### config.mk
export PLATFORM = sky130hd
export DESIGN_NAME = ppm_port_ctrl
export DESIGN_NICKNAME = d
export VERILOG_FILES = /design/src/include/ppm_pkg.sv /design/src/rtl/ppm_port_ctrl.sv /design/src/rtl/ppm_pin_cell.sv
export SDC_FILE = /design/constraint.sdc
export NUM_CORES = 1
export LEC_CHECK = 0
export ABC_AREA = 1
export BUFFER_PORTS_ARGS = -buffer_cell sky130_fd_sc_hd__buf_4
export CORE_MARGIN = 4
export CORE_UTILIZATION = 45
export DETAILED_ROUTE_END_ITERATION = 7
export GPL_TIMING_DRIVEN = 0
export PLACE_DENSITY = 0.71
export SLEW_MARGIN = 25
export SYNTH_ARGS = -nofsm -noshare
export SYNTH_HDL_FRONTEND = slang
export SYNTH_SLANG_ARGS = --single-unit
### constraint.sdc
create_clock -name pclk -period 2.7 [get_ports pclk]
set_input_delay 0.135 -clock pclk [delete_from_list [all_inputs] [get_ports pclk]]
set_output_delay 0.135 -clock pclk [all_outputs]
set_load 0.03 [all_outputs]
### src/include/ppm_pkg.sv
// Package for the port pin mode control block: register map, reset values and mode decoding.
package ppm_pkg;

  // APB address width; registers sit at four times their index.
  localparam int ADDR_WIDTH = 12;

  // Register indices.
  localparam logic [7:0] IDX_P3_DATA = 8'hc3;
  localparam logic [7:0] IDX_P4_DATA = 8'hc4;
  localparam logic [7:0] IDX_P3_MODE = 8'hd9;
  localparam logic [7:0] IDX_P4_MODE = 8'hdb;

  // Values after reset.
  localparam logic [7:0] RST_P3_MODE = 8'h9b;
  localparam logic [7:0] RST_P4_MODE = 8'haa;
  localparam logic [7:0] RST_P3_DATA = 8'h07;
  localparam logic [7:0] RST_P4_DATA = 8'hff;

  // Field positions in the port-three low mode register.
  localparam int P3_PIN2_LSB = 6;
  localparam int P3_PIN1_LSB = 3;
  localparam int P3_PIN0_LSB = 0;

  // Port-four high pins occupy data bits 7:4.
  localparam int P4_PIN_BASE = 4;

  // Field codes.
  localparam logic [1:0] M2_INPUT      = 2'h0;
  localparam logic [1:0] M2_PULL_UP    = 2'h1;
  localparam logic [1:0] M2_OPEN_DRAIN = 2'h2;
  localparam logic [2:0] M3_INPUT      = 3'h0;
  localparam logic [2:0] M3_PULL_UP    = 3'h1;
  localparam logic [2:0] M3_ALT        = 3'h2;
  localparam logic [2:0] M3_OPEN_DRAIN = 3'h3;

  typedef enum logic [2:0] {
    PPM_INPUT,
    PPM_PULL_UP,
    PPM_OPEN_DRAIN,
    PPM_PUSH_PULL,
    PPM_ALT
  } ppm_mode_type;

  function automatic ppm_mode_type ppm_decode2(input logic [1:0] code);
    unique case (code)
      M2_INPUT:      ppm_decode2 = PPM_INPUT;
      M2_PULL_UP:    ppm_decode2 = PPM_PULL_UP;
      M2_OPEN_DRAIN: ppm_decode2 = PPM_OPEN_DRAIN;
      default:       ppm_decode2 = PPM_PUSH_PULL;
    endcase
  endfunction : ppm_decode2

  // Any code with the top bit set is push-pull.
  function automatic ppm_mode_type ppm_decode3(input logic [2:0] code);
    if (code[2]) begin
      ppm_decode3 = PPM_PUSH_PULL;
    end else begin
      unique case (code)
        M3_INPUT:   ppm_decode3 = PPM_INPUT;
        M3_PULL_UP: ppm_decode3 = PPM_PULL_UP;
        M3_ALT:     ppm_decode3 = PPM_ALT;
        default:    ppm_decode3 = PPM_OPEN_DRAIN;
      endcase
    end
  endfunction : ppm_decode3

  function automatic logic [ADDR_WIDTH-1:0] ppm_byte_addr(input logic [7:0] idx);
    ppm_byte_addr = {2'b00, idx, 2'b00};
  endfunction : ppm_byte_addr

  function automatic logic ppm_is_input(input ppm_mode_type mode);
    ppm_is_input = (mode == PPM_INPUT) || (mode == PPM_PULL_UP) || (mode == PPM_ALT);
  endfunction : ppm_is_input

endpackage : ppm_pkg

### src/rtl/ppm_port_ctrl.sv
// Pin mode control for port-three pins 2:0 and port-four pins 7:4 behind an APB slave.
//
// Summary of operation
// - Reset loads port-three low mode register with 9B, making pins open-drain.
// - Pin two field 7:6: 00 input, 01 pull-up, 10 open-drain, 11 push-pull.
// - Pins one and zero fields: 000 input, 001 pull-up, 011 open-drain, 1xx push-pull.
// - Code 010 selects analog input fourteen on pin one, thirteen on pin zero.
// - Reset loads port-four high mode register with AA, making pins open-drain.
// - Port-four high register: four 2-bit fields, pin seven at 7:6 down to pin four.
// - Data bit reads pin level for inputs, sets driven level for outputs.
`timescale 1ns/1ps
module ppm_port_ctrl
  import ppm_pkg::*;
(
  // Clock and reset
  input  wire logic                  pclk,
  input  wire logic                  presetn,
  // APB slave
  input  wire logic                  psel,
  input  wire logic                  penable,
  input  wire logic                  pwrite,
  input  wire logic [ADDR_WIDTH-1:0] paddr,
  input  wire logic [31:0]           pwdata,
  input  wire logic [3:0]            pstrb,
  output logic [31:0]                prdata,
  output logic                       pready,
  output logic                       pslverr,
  // Port-three pins 2:0
  input  wire logic [2:0]            p3_pad_in,
  output logic [2:0]                 p3_pad_out,
  output logic [2:0]                 p3_pad_oe_n,
  output logic [2:0]                 p3_pull_up_en,
  // Port-four pins 7:4
  input  wire logic [3:0]            p4_pad_in,
  output logic [3:0]                 p4_pad_out,
  output logic [3:0]                 p4_pad_oe_n,
  output logic [3:0]                 p4_pull_up_en,
  // Analog input selects toward the converter
  output logic                       adc_input_thirteen,
  output logic                       adc_input_fourteen
);

  localparam int NUM_PINS = 7;

  logic [7:0]   port3_low_pin_mode;
  logic [7:0]   port4_high_pin_mode;
  logic [7:0]   port3_pin_data;
  logic [7:0]   port4_pin_data;

  ppm_mode_type pin_mode [NUM_PINS];
  logic [NUM_PINS-1:0] pin_out_level;
  logic [NUM_PINS-1:0] pad_in_all;
  logic [NUM_PINS-1:0] pad_out_all;
  logic [NUM_PINS-1:0] pad_oe_n_all;
  logic [NUM_PINS-1:0] pull_up_all;
  logic [NUM_PINS-1:0] alt_sel_all;
  logic [NUM_PINS-1:0] pin_level_all;

  logic                wr_en;
  logic                addr_hit;
  logic                hit_p3_mode;
  logic                hit_p4_mode;
  logic                hit_p3_data;
  logic                hit_p4_data;
  logic [7:0]          next_rdata;
  logic [7:0]          p3_read;
  logic [7:0]          p4_read;

  // ---------------- APB decode ----------------
  assign hit_p3_mode = (paddr == ppm_byte_addr(IDX_P3_MODE));
  assign hit_p4_mode = (paddr == ppm_byte_addr(IDX_P4_MODE));
  assign hit_p3_data = (paddr == ppm_byte_addr(IDX_P3_DATA));
  assign hit_p4_data = (paddr == ppm_byte_addr(IDX_P4_DATA));
  assign addr_hit    = hit_p3_mode | hit_p4_mode | hit_p3_data | hit_p4_data;

  // Zero wait states: the read word is prepared during the setup cycle.
  assign pready  = 1'b1;
  assign pslverr = psel & penable & ~addr_hit;
  // A write with the low byte lane off stores nothing; only bits 7:0 exist.
  assign wr_en   = psel & penable & pwrite & addr_hit & pstrb[0];

  // ---------------- Mode registers ----------------
  // port-three reset value
  always_ff @(posedge pclk or negedge presetn) begin
    if (!presetn) begin
      port3_low_pin_mode <= RST_P3_MODE;
    end else if (wr_en && hit_p3_mode) begin
      port3_low_pin_mode <= pwdata[7:0];
    end
  end

  always_ff @(posedge pclk or negedge presetn) begin
    if (!presetn) begin
      port4_high_pin_mode <= RST_P4_MODE;
    end else if (wr_en && hit_p4_mode) begin
      port4_high_pin_mode <= pwdata[7:0];
    end
  end

  // ---------------- Data latches ----------------
  // output latch written
  always_ff @(posedge pclk or negedge presetn) begin
    if (!presetn) begin
      port3_pin_data <= RST_P3_DATA;
    end else if (wr_en && hit_p3_data) begin
      port3_pin_data <= pwdata[7:0];
    end
  end

  always_ff @(posedge pclk or negedge presetn) begin
    if (!presetn) begin
      port4_pin_data <= RST_P4_DATA;
    end else if (wr_en && hit_p4_data) begin
      port4_pin_data <= pwdata[7:0];
    end
  end

  // ---------------- Mode decode ----------------
  // pin two field
  always_comb begin
    pin_mode[0] = ppm_decode3(port3_low_pin_mode[P3_PIN0_LSB +: 3]);
    pin_mode[1] = ppm_decode3(port3_low_pin_mode[P3_PIN1_LSB +: 3]);
    pin_mode[2] = ppm_decode2(port3_low_pin_mode[P3_PIN2_LSB +: 2]);
    for (int i = 0; i < 4; i++) begin
      pin_mode[3 + i] = ppm_decode2(port4_high_pin_mode[2 * i +: 2]);
    end
  end

  assign pin_out_level = {port4_pin_data[7:P4_PIN_BASE], port3_pin_data[2:0]};
  assign pad_in_all    = {p4_pad_in, p3_pad_in};

  // ---------------- Pin cells ----------------
  for (genvar g = 0; g < NUM_PINS; g++) begin : g_pin
    ppm_pin_cell u_cell (
      .pclk       (pclk),
      .presetn    (presetn),
      .mode       (pin_mode[g]),
      .out_level  (pin_out_level[g]),
      .pad_in     (pad_in_all[g]),
      .pad_out    (pad_out_all[g]),
      .pad_oe_n   (pad_oe_n_all[g]),
      .pull_up_en (pull_up_all[g]),
      .alt_sel    (alt_sel_all[g]),
      .pin_level  (pin_level_all[g])
    );
  end

  assign p3_pad_out    = pad_out_all[2:0];
  assign p3_pad_oe_n   = pad_oe_n_all[2:0];
  assign p3_pull_up_en = pull_up_all[2:0];
  assign p4_pad_out    = pad_out_all[6:3];
  assign p4_pad_oe_n   = pad_oe_n_all[6:3];
  assign p4_pull_up_en = pull_up_all[6:3];

  // analog selects
  // The converter must still be enabled by software before the channel is usable.
  assign adc_input_thirteen = alt_sel_all[0];
  assign adc_input_fourteen = alt_sel_all[1];

  // ---------------- Read-back ----------------
  // input read-back
  // Bits without a pin here read back the stored latch.
  always_comb begin
    p3_read = port3_pin_data;
    p4_read = port4_pin_data;
    for (int i = 0; i < 3; i++) begin
      if (ppm_is_input(pin_mode[i])) begin
        p3_read[i] = pin_level_all[i];
      end
    end
    for (int i = 0; i < 4; i++) begin
      if (ppm_is_input(pin_mode[3 + i])) begin
        p4_read[P4_PIN_BASE + i] = pin_level_all[3 + i];
      end
    end
  end

  always_comb begin
    next_rdata = 8'h00;
    if (hit_p3_mode) begin
      next_rdata = port3_low_pin_mode;
    end else if (hit_p4_mode) begin
      next_rdata = port4_high_pin_mode;
    end else if (hit_p3_data) begin
      next_rdata = p3_read;
    end else if (hit_p4_data) begin
      next_rdata = p4_read;
    end
  end

  always_ff @(posedge pclk or negedge presetn) begin
    if (!presetn) begin
      prdata <= 32'h0000_0000;
    end else if (psel && !penable && !pwrite) begin
      prdata <= {24'h00_0000, next_rdata};
    end
  end

  // ---------------- Checks ----------------
  logic rst_seen;

  always_ff @(posedge pclk or negedge presetn) begin
    if (!presetn) begin
      rst_seen <= 1'b0;
    end else begin
      rst_seen <= 1'b1;
    end
  end

  property p_p3_reset;
    @(posedge pclk) disable iff (!presetn)
      !rst_seen |-> port3_low_pin_mode == RST_P3_MODE;
  endproperty
  a_p3_reset: assert property (p_p3_reset)
    else $error("Port-three mode register wrong after reset.");

  property p_p4_reset;
    @(posedge pclk) disable iff (!presetn)
      !rst_seen |-> port4_high_pin_mode == RST_P4_MODE;
  endproperty
  a_p4_reset: assert property (p_p4_reset)
    else $error("Port-four mode register wrong after reset.");

  property p_pin2_push_pull;
    @(posedge pclk) disable iff (!presetn)
      (port3_low_pin_mode[7:6] == 2'h3)[*2] |-> !p3_pad_oe_n[2] && !p3_pull_up_en[2];
  endproperty
  a_pin2_push_pull: assert property (p_pin2_push_pull)
    else $error("Pin two not push-pull under code 11.");

  property p_pin1_push_pull;
    @(posedge pclk) disable iff (!presetn)
      port3_low_pin_mode[5] ##1 port3_low_pin_mode[5]
        |-> !p3_pad_oe_n[1] && (p3_pad_out[1] == $past(port3_pin_data[1]));
  endproperty
  a_pin1_push_pull: assert property (p_pin1_push_pull)
    else $error("Pin one not push-pull under code 1xx.");

  property p_pin0_analog;
    @(posedge pclk) disable iff (!presetn)
      (port3_low_pin_mode[2:0] == 3'h2)[*2] |-> adc_input_thirteen && p3_pad_oe_n[0];
  endproperty
  a_pin0_analog: assert property (p_pin0_analog)
    else $error("Pin zero not handed to analog input thirteen.");

  property p_pin7_open_drain;
    @(posedge pclk) disable iff (!presetn)
      (port4_high_pin_mode[7:6] == 2'h2 && !port4_pin_data[7])[*2]
        |-> !p4_pad_oe_n[3] && !p4_pad_out[3];
  endproperty
  a_pin7_open_drain: assert property (p_pin7_open_drain)
    else $error("Pin seven open-drain does not pull low.");

  property p_read_pin_level;
    @(posedge pclk) disable iff (!presetn)
      (psel && !penable && !pwrite && hit_p3_data && ppm_is_input(pin_mode[0]))
        |=> prdata[0] == $past(pin_level_all[0]);
  endproperty
  a_read_pin_level: assert property (p_read_pin_level)
    else $error("Input pin level not returned on read.");

  property p_pin1_analog;
    @(posedge pclk) disable iff (!presetn)
      (port3_low_pin_mode[5:3] == 3'h2)[*2] |-> adc_input_fourteen && p3_pad_oe_n[1];
  endproperty
  a_pin1_analog: assert property (p_pin1_analog)
    else $error("Pin one not handed to analog input fourteen.");

  property p_pin0_release;
    @(posedge pclk) disable iff (!presetn)
      (port3_low_pin_mode[2:0] == 3'h3 && port3_pin_data[0])[*2]
        |-> p3_pad_oe_n[0] && !adc_input_thirteen;
  endproperty
  a_pin0_release: assert property (p_pin0_release)
    else $error("Pin zero open-drain does not release on a one.");

  property p_pin2_input;
    @(posedge pclk) disable iff (!presetn)
      (port3_low_pin_mode[7:6] == 2'h0)[*2] |-> p3_pad_oe_n[2] && !p3_pull_up_en[2];
  endproperty
  a_pin2_input: assert property (p_pin2_input)
    else $error("Pin two not a plain input under code 00.");

  property p_pin4_pull_up;
    @(posedge pclk) disable iff (!presetn)
      (port4_high_pin_mode[1:0] == 2'h1)[*2] |-> p4_pull_up_en[0] && p4_pad_oe_n[0];
  endproperty
  a_pin4_pull_up: assert property (p_pin4_pull_up)
    else $error("Pin four not a pull-up input under code 01.");

  property p_data_write;
    @(posedge pclk) disable iff (!presetn)
      (psel && penable && pwrite && hit_p3_data && pstrb[0])
        |=> port3_pin_data == $past(pwdata[7:0]);
  endproperty
  a_data_write: assert property (p_data_write)
    else $error("Port-three data write did not land.");

  property p_read_latch;
    @(posedge pclk) disable iff (!presetn)
      (psel && !penable && !pwrite && hit_p4_data && !ppm_is_input(pin_mode[6]))
        |=> prdata[7] == $past(port4_pin_data[7]);
  endproperty
  a_read_latch: assert property (p_read_latch)
    else $error("Output pin read does not return the latch.");

endmodule : ppm_port_ctrl

### src/rtl/ppm_pin_cell.sv
// One pin's pad control: driver, pull-up, alternative select and input synchroniser.
`timescale 1ns/1ps
module ppm_pin_cell
  import ppm_pkg::*;
(
  // Clock and reset
  input  wire logic         pclk,
  input  wire logic         presetn,
  // Control from the register file
  input  wire ppm_mode_type mode,
  input  wire logic         out_level,
  // Pad
  input  wire logic         pad_in,
  output logic              pad_out,
  output logic              pad_oe_n,
  output logic              pull_up_en,
  output logic              alt_sel,
  // Synchronised pad level
  output logic              pin_level
);

  logic sync_meta;

  always_ff @(posedge pclk or negedge presetn) begin
    if (!presetn) begin
      sync_meta <= 1'b0;
      pin_level <= 1'b0;
    end else begin
      sync_meta <= pad_in;
      pin_level <= sync_meta;
    end
  end

  // driver off for inputs
  // Open drain only ever pulls low; a one releases the pad.
  always_ff @(posedge pclk or negedge presetn) begin
    if (!presetn) begin
      pad_out  <= 1'b0;
      pad_oe_n <= 1'b1;
    end else begin
      unique case (mode)
        PPM_PUSH_PULL: begin
          pad_out  <= out_level;
          pad_oe_n <= 1'b0;
        end
        PPM_OPEN_DRAIN: begin
          pad_out  <= 1'b0;
          pad_oe_n <= out_level;
        end
        default: begin
          pad_out  <= 1'b0;
          pad_oe_n <= 1'b1;
        end
      endcase
    end
  end

  always_ff @(posedge pclk or negedge presetn) begin
    if (!presetn) begin
      pull_up_en <= 1'b0;
      alt_sel    <= 1'b0;
    end else begin
      pull_up_en <= (mode == PPM_PULL_UP);
      alt_sel    <= (mode == PPM_ALT);
    end
  end

  property p_pull_up_only;
    @(posedge pclk) disable iff (!presetn)
      pull_up_en |-> $past(mode) == PPM_PULL_UP;
  endproperty
  a_pull_up_only: assert property (p_pull_up_only)
    else $error("Pull-up enabled outside pull-up mode.");

  property p_driver_off;
    @(posedge pclk) disable iff (!presetn)
      ppm_is_input(mode) |=> pad_oe_n && !pad_out;
  endproperty
  a_driver_off: assert property (p_driver_off)
    else $error("Driver enabled in an input or alternative mode.");

  property p_push_pull_level;
    @(posedge pclk) disable iff (!presetn)
      (mode == PPM_PUSH_PULL) |=> !pad_oe_n && (pad_out == $past(out_level));
  endproperty
  a_push_pull_level: assert property (p_push_pull_level)
    else $error("Push-pull pad does not follow the data bit.");

endmodule : ppm_pin_cell

Word level (Yosys, flattened, before mapping)
Cells that the tools add are included.
{ "word_totals": {"out_inout_bits": 57, "regBits": 77, "inputBits": 60} }
{ "op_classes": {"n_bitwise": 9, "n_mux": 34, "n_eq_ne": 46, "reduce_logical": 36} }
{ "ops": {"columns": ["cell", "n"], "rows": [
  ["$eq A12 B10 Y1 const B", 4],
  ["$mux W8", 4],
  ["$eq A2 B2 Y1 const B", 15],
  ["$pmux W2 S3", 5],
  ["$logic_not A3 Y1", 9],
  ["$eq A2 B1 Y1 const B", 10],
  ["$eq A3 B2 Y1 const B", 6],
  ["$pmux W3 S3", 2],
  ["$eq A2 B3 Y1 const B", 5],
  ["$logic_or A1 B1 Y1", 14],
  ["$mux W1", 14],
  ["$pmux W1 S2", 7],
  ["$eq A3 B1 Y1 const B", 4],
  ["$logic_not A2 Y1", 5],
  ["$eq A3 B3 Y1 const B", 2],
  ["$logic_and A1 B1 Y1", 6],
  ["$mux W3", 2],
  ["$and A1 B1 Y1", 5],
  ["$or A1 B1 Y1", 3],
  ["$logic_not A1 Y1", 2],
  ["$not A1 Y1", 1]
]} }

Longest topological paths before layout
{ "logic_depth": {"ltp_word": 10, "mapped_depth": 9} }

By module
From an unflattened synthesis, not the netlist that was laid out.
{ "hier_totals": {"cells_unflattened": 462, "area_unflattened_um2": 3930.0} }
{ "by_module_without_submodules": {"columns": ["mod", "n_inst", "seq_area_each_um2", "area_each_um2", "cells_per_inst"], "rows": [
  ["ppm_port_ctrl", 1, 1026.0, 2555.0, 336],
  ["ppm_pin_cell", 7, 151.4, 196.4, 18]
]} }

Least setup slack after synthesis
OpenSTA, ideal clock, no wires.
{ "synth_path": {"kind": "input port to output port", "startpoint": "in paddr[9]", "endpoint": "out pslverr", "n_path_buf": 1, "path_slack_ps": 1235, "arrival_ps": 1330, "stages": 8, "required_time_ps": 2565, "path_cell_list": "nand2_1 inv_2 nand2_2 inv_2 nand2_2 nand3_4 buf_8 nor2_1"} }
{ "synth_between": {"elab_chain_cells": 6} }
{ "synth_rtl": {"columns": ["item", "line", "rtl"], "rows": [
  ["from (decl)", "ppm_port_ctrl.sv:22", "input wire logic [ADDR_WIDTH-1:0] paddr,"],
  ["$eq A12 B10 Y1, on equally long branches", "ppm_port_ctrl.sv:70, ppm_port_ctrl.sv:71", null],
  ["$or A1 B1 Y1 (2 in a row)", "ppm_port_ctrl.sv:74", "assign addr_hit = hit_p3_mode | hit_p4_mode | hit_p3_data | hit_p4_data;"],
  ["$or A1 B1 Y1 (*)", "ppm_port_ctrl.sv:74", null],
  ["$not A1 Y1 (*)", "ppm_port_ctrl.sv:78", "assign pslverr = psel & penable & ~addr_hit;"],
  ["$and A1 B1 Y1 (*)", "ppm_port_ctrl.sv:78", null],
  ["to (decl)", "ppm_port_ctrl.sv:27", "output logic pslverr,"]
]} }
Mark *: on every way between the ends. The rest lies on a longest branch, timed or not.

Worst setup path in the final report
{ "layout_path": {"startpoint": "in paddr[11]", "endpoint": "out pslverr"} }
The elaborated chain is that of the path after synthesis.

==> flow_metrics.py <==
metrics = {
    "clock_tree": {
        "cts_resized": 0,
        "clk_latency_ns": 0.35,
        "h-tree-depth": 3,
        "cts_setup_buffers": 0,
        "hold_buffers": 8,
        "numCtsBuffers": 9,
        "clockBufferDepth": 2,
        "clock-sinks": 77,
        "cts_tree": "done",
        "clk_pin_slew_ns": 0.08,
        "cts-root-buf": "clkbuf_8",
    },
    "worst_setup_path": {
        "start_kind": "input port",
        "crit_type": "input port to output port",
        "critPathArrivalTime_ns": 1.49,
        "crit_fanout": 10,
        "slowest_delay_ns": 0.27,
        "cp_slowest_cell": "nor2_4",
        "crit_family": "simple AND/OR/NAND/NOR gates",
        "endpoint_kind": "output port",
        "required_ns": 2.57,
        "critPathBufInv": 3,
        "worstPathCellList": "buf_4 > nor2_1 > nand2_2 > nor2_4 > o21ai_2 > nand3_4 > buf_8 > nor2_1 > buf_4",
    },
    "floorplan": {
        "fp.dieH_microns": 99.8,
        "num_rows": 33,
        "fp.dieW_microns": 99.8,
        "dieArea_sq_um": 9950,
        "io_pins": 117,
        "coreArea_sq_um": 8220,
        "start_util_pct": 46.1,
    },
    "synthesis": {
        "synth_largest_area_cell": "dfrtp_1",
        "yosys_register_bits": 77,
        "synthTopCellsByArea": "dfrtp_1 33%, dfstp_2 19%, nand2_1 12%",
        "ys_types": 21,
        "syn_inst": 416,
        "yosysSeqAreaShare_pct": 51.8,
        "syn-cell-area_sq_um": 3790,
        "yosysTopAreaCellShare_pct": 33.0,
        "syn_area_per_cell_sq_um": 9.11,
        "synth_warnings": 0,
    },
    "power": {
        "p_int_mw": 1.72,
        "switchingPower_mw": 0.551,
        "powerDensity_nw_per_um2": 475,
        "clkPwrFrac_pct": 39.8,
        "peakVddDrop_mv": 0.213,
        "switching_share_pct": 24.2,
        "seqPwrFrac_pct": 51.4,
        "comb_power_share_pct": 8.8,
        "static-leakage-power_nw": 2.50,
    },
    "drt": {
        "routed_wirelength_microns": 8640,
        "drt.antenna.violating_nets": 0,
        "num_vias": 3037,
        "wl_per_cell_microns": 13.7,
        "drcViolationCount": 0,
        "drt_iter0_markers": 201,
        "viasPerCell": 4.81,
        "drtPass1Iterations": 4,
    },
    "cells_and_area": {
        "n_antenna_cell": 0,
        "nFillCells": 750,
        "layout-drive-gt1-share_pct": 36.1,
        "final_area_sq_um": 4780,
        "layoutNonFillerInstCount": 632,
        "final_common_cell": "nand2_1",
        "final_cell_mix": "124 x nand2_1, 109 x buf_4, 50 x dfrtp_1",
        "area_growth_pct": 26.2,
        "final_nets": 582,
    },
    "grt": {
        "grt_pass1_wl_microns": 14100,
        "track_usage_pct": 18.1,
        "antenna_found_initial": 0,
        "overflow": 0,
        "grt_pass1_vias": 2866,
        "grt_max_degree": 78,
    },
    "sta": {
        "slew_violations": 0,
        "timing.final.crit_share_pct": 60.1,
        "rsz0062_at_grt": "no",
        "worst_pin_slew_ns": 0.673,
        "max_freq_ghz": 0.616,
        "relSlewSlack_pct": 55.1,
        "setup_violations": 0,
        "hold_viol": 0,
        "setup_tns_ns": 0,
        "period_minus_slack_ns": 1.62,
        "skew_ns": 0.00505,
    },
    "place": {
        "dp.cells": 608,
        "portBuffers": 64,
        "place_area_sq_um": 4490,
        "dpl.hpwl_microns": 6390,
        "routabilityCongestion": 0.901,
    },
    "run": {
        "maxCapViolations": 0,
    },
    "status": {
        "status": "finished clean",
    },
    "hold_path": {
        "hold_path.class": "input port to register",
    },
}
-- routing by layer --
metal / wire length [microns] / GRT usage (%) / vias up
li1: - / - / 1503
met1: 3670 / 24.5 / 1423
met2: 4240 / 28.6 / 100
met3: 607 / 3.79 / 11
met4: 128 / 6.72 / 0
met5: 0 / 0 / -
-- registers in the layout (all words and copies together) (netlist names) --
register and cells:
port3_low_pin_mode 8, port3_pin_data 8, port4_high_pin_mode 8, port4_pin_data 8, prdata 8, g_pin.u_cell.pad_oe_n 7, g_pin.u_cell.pad_out 7, g_pin.u_cell.pin_level 7
g_pin.u_cell.pull_up_en 7, g_pin.u_cell.sync_meta 7, g_pin.u_cell.alt_sel 2
-- worst reg2reg max path, stage by stage (launching register included) --
cell     delay (ns)
dfstp_2        0.58
nand2_1        0.10
nand3_1        0.08
nand2_1        0.07
nand3_1        0.07
nand4_1        0.16
nand2_1        0.10
nand2_1        0.05
-- worst paths after layout --
| check | end | startpoint | slack (ns) | cells past startpoint |
|---|---|---|---|---|
| min in group asynchronous | g_pin[0].u_cell.pin_level$_DFF_PN0_ | presetn | 0.36 | 2 |
| min | port3_low_pin_mode[7]$_DFFE_PN1P_ | pwdata[7] | 0.04 | 3 |
| max in group asynchronous | g_pin[4].u_cell.sync_meta$_DFF_PN0_ | presetn | 1.86 | 2 |
| min reg2reg | g_pin[5].u_cell.pin_level$_DFF_PN0_ | g_pin[5].u_cell.sync_meta$_DFF_PN0_ | 0.35 | 0 |
| max | pslverr | paddr[11] | 1.08 | 9 |
| max reg2reg | prdata[0]$_DFFE_PN0P_ | port3_low_pin_mode[1]$_DFFE_PN1P_ | 1.40 | 7 |
-- Yosys cell counts --
| cell | instances |
|---|---|
| o21ai_2 | 1 |
| nor2_2 | 3 |
| buf_4 | 46 |
| nand3_1 | 34 |
| nand3_4 | 5 |
| buf_2 | 5 |
| nand2_2 | 7 |
| dfstp_2 | 27 |
| nor2_1 | 26 |
| inv_2 | 5 |
| buf_8 | 3 |
| conb_1 | 2 |
| nor2_4 | 6 |
| nor3b_1 | 2 |
| nor2_8 | 2 |
| o21ai_0 | 5 |
| nand2_1 | 124 |
| inv_1 | 21 |
| dfrtp_1 | 50 |
| nand2_4 | 1 |
| nand4_1 | 41 |
-- cell families after synthesis --
kind of cell / after synthesis / synth area share [%]
AOI/OAI and AO/OA: 6 / 0.892
buffers and inverters: 80 / 13.5
DFF: 77 / 51.8
other: 2 / 0.198
and+or+nand+nor: 251 / 33.6
-- final cells by class --
type	count	area [sq um]	area share (%)
well taps	105	131	2.75
clock buffers	12	155	3.25
inverters	26	97.6	2.04
repair buffers	72	564	11.8
clock inverters	4	55.1	1.15
plain buffers	54	415	8.69
flip-flops and latches	77	1960	41.0
multi-input cells	282	1400	29.3
-- metrics by stage --
stage          power [mW]  utilization (%)  setup WS (ns)  hold slack, ns
6_report             2.27             58.2           1.08          0.0418
5_1_grt              2.36             58.2          0.972          0.0446
4_1_cts              2.29             58.1           1.06          0.0326
3_5_place_dp         1.38             54.6           1.07           0.246
3_3_place_gp         1.38             54.6           1.08           0.245
2_1_floorplan        1.30                -           1.24          -0.161
-- power by group through the flow --
stage                     Clock (mW)  Sequential, mW  Combinational (mW)
after floorplan                    0            1.19               0.110
after global placement             0            1.19               0.188
after detailed placement           0            1.19               0.191
after CTS                      0.917            1.17               0.200
after global routing           0.971            1.17               0.218
final                          0.904            1.17               0.201
Power figures use the tool's default switching activity.
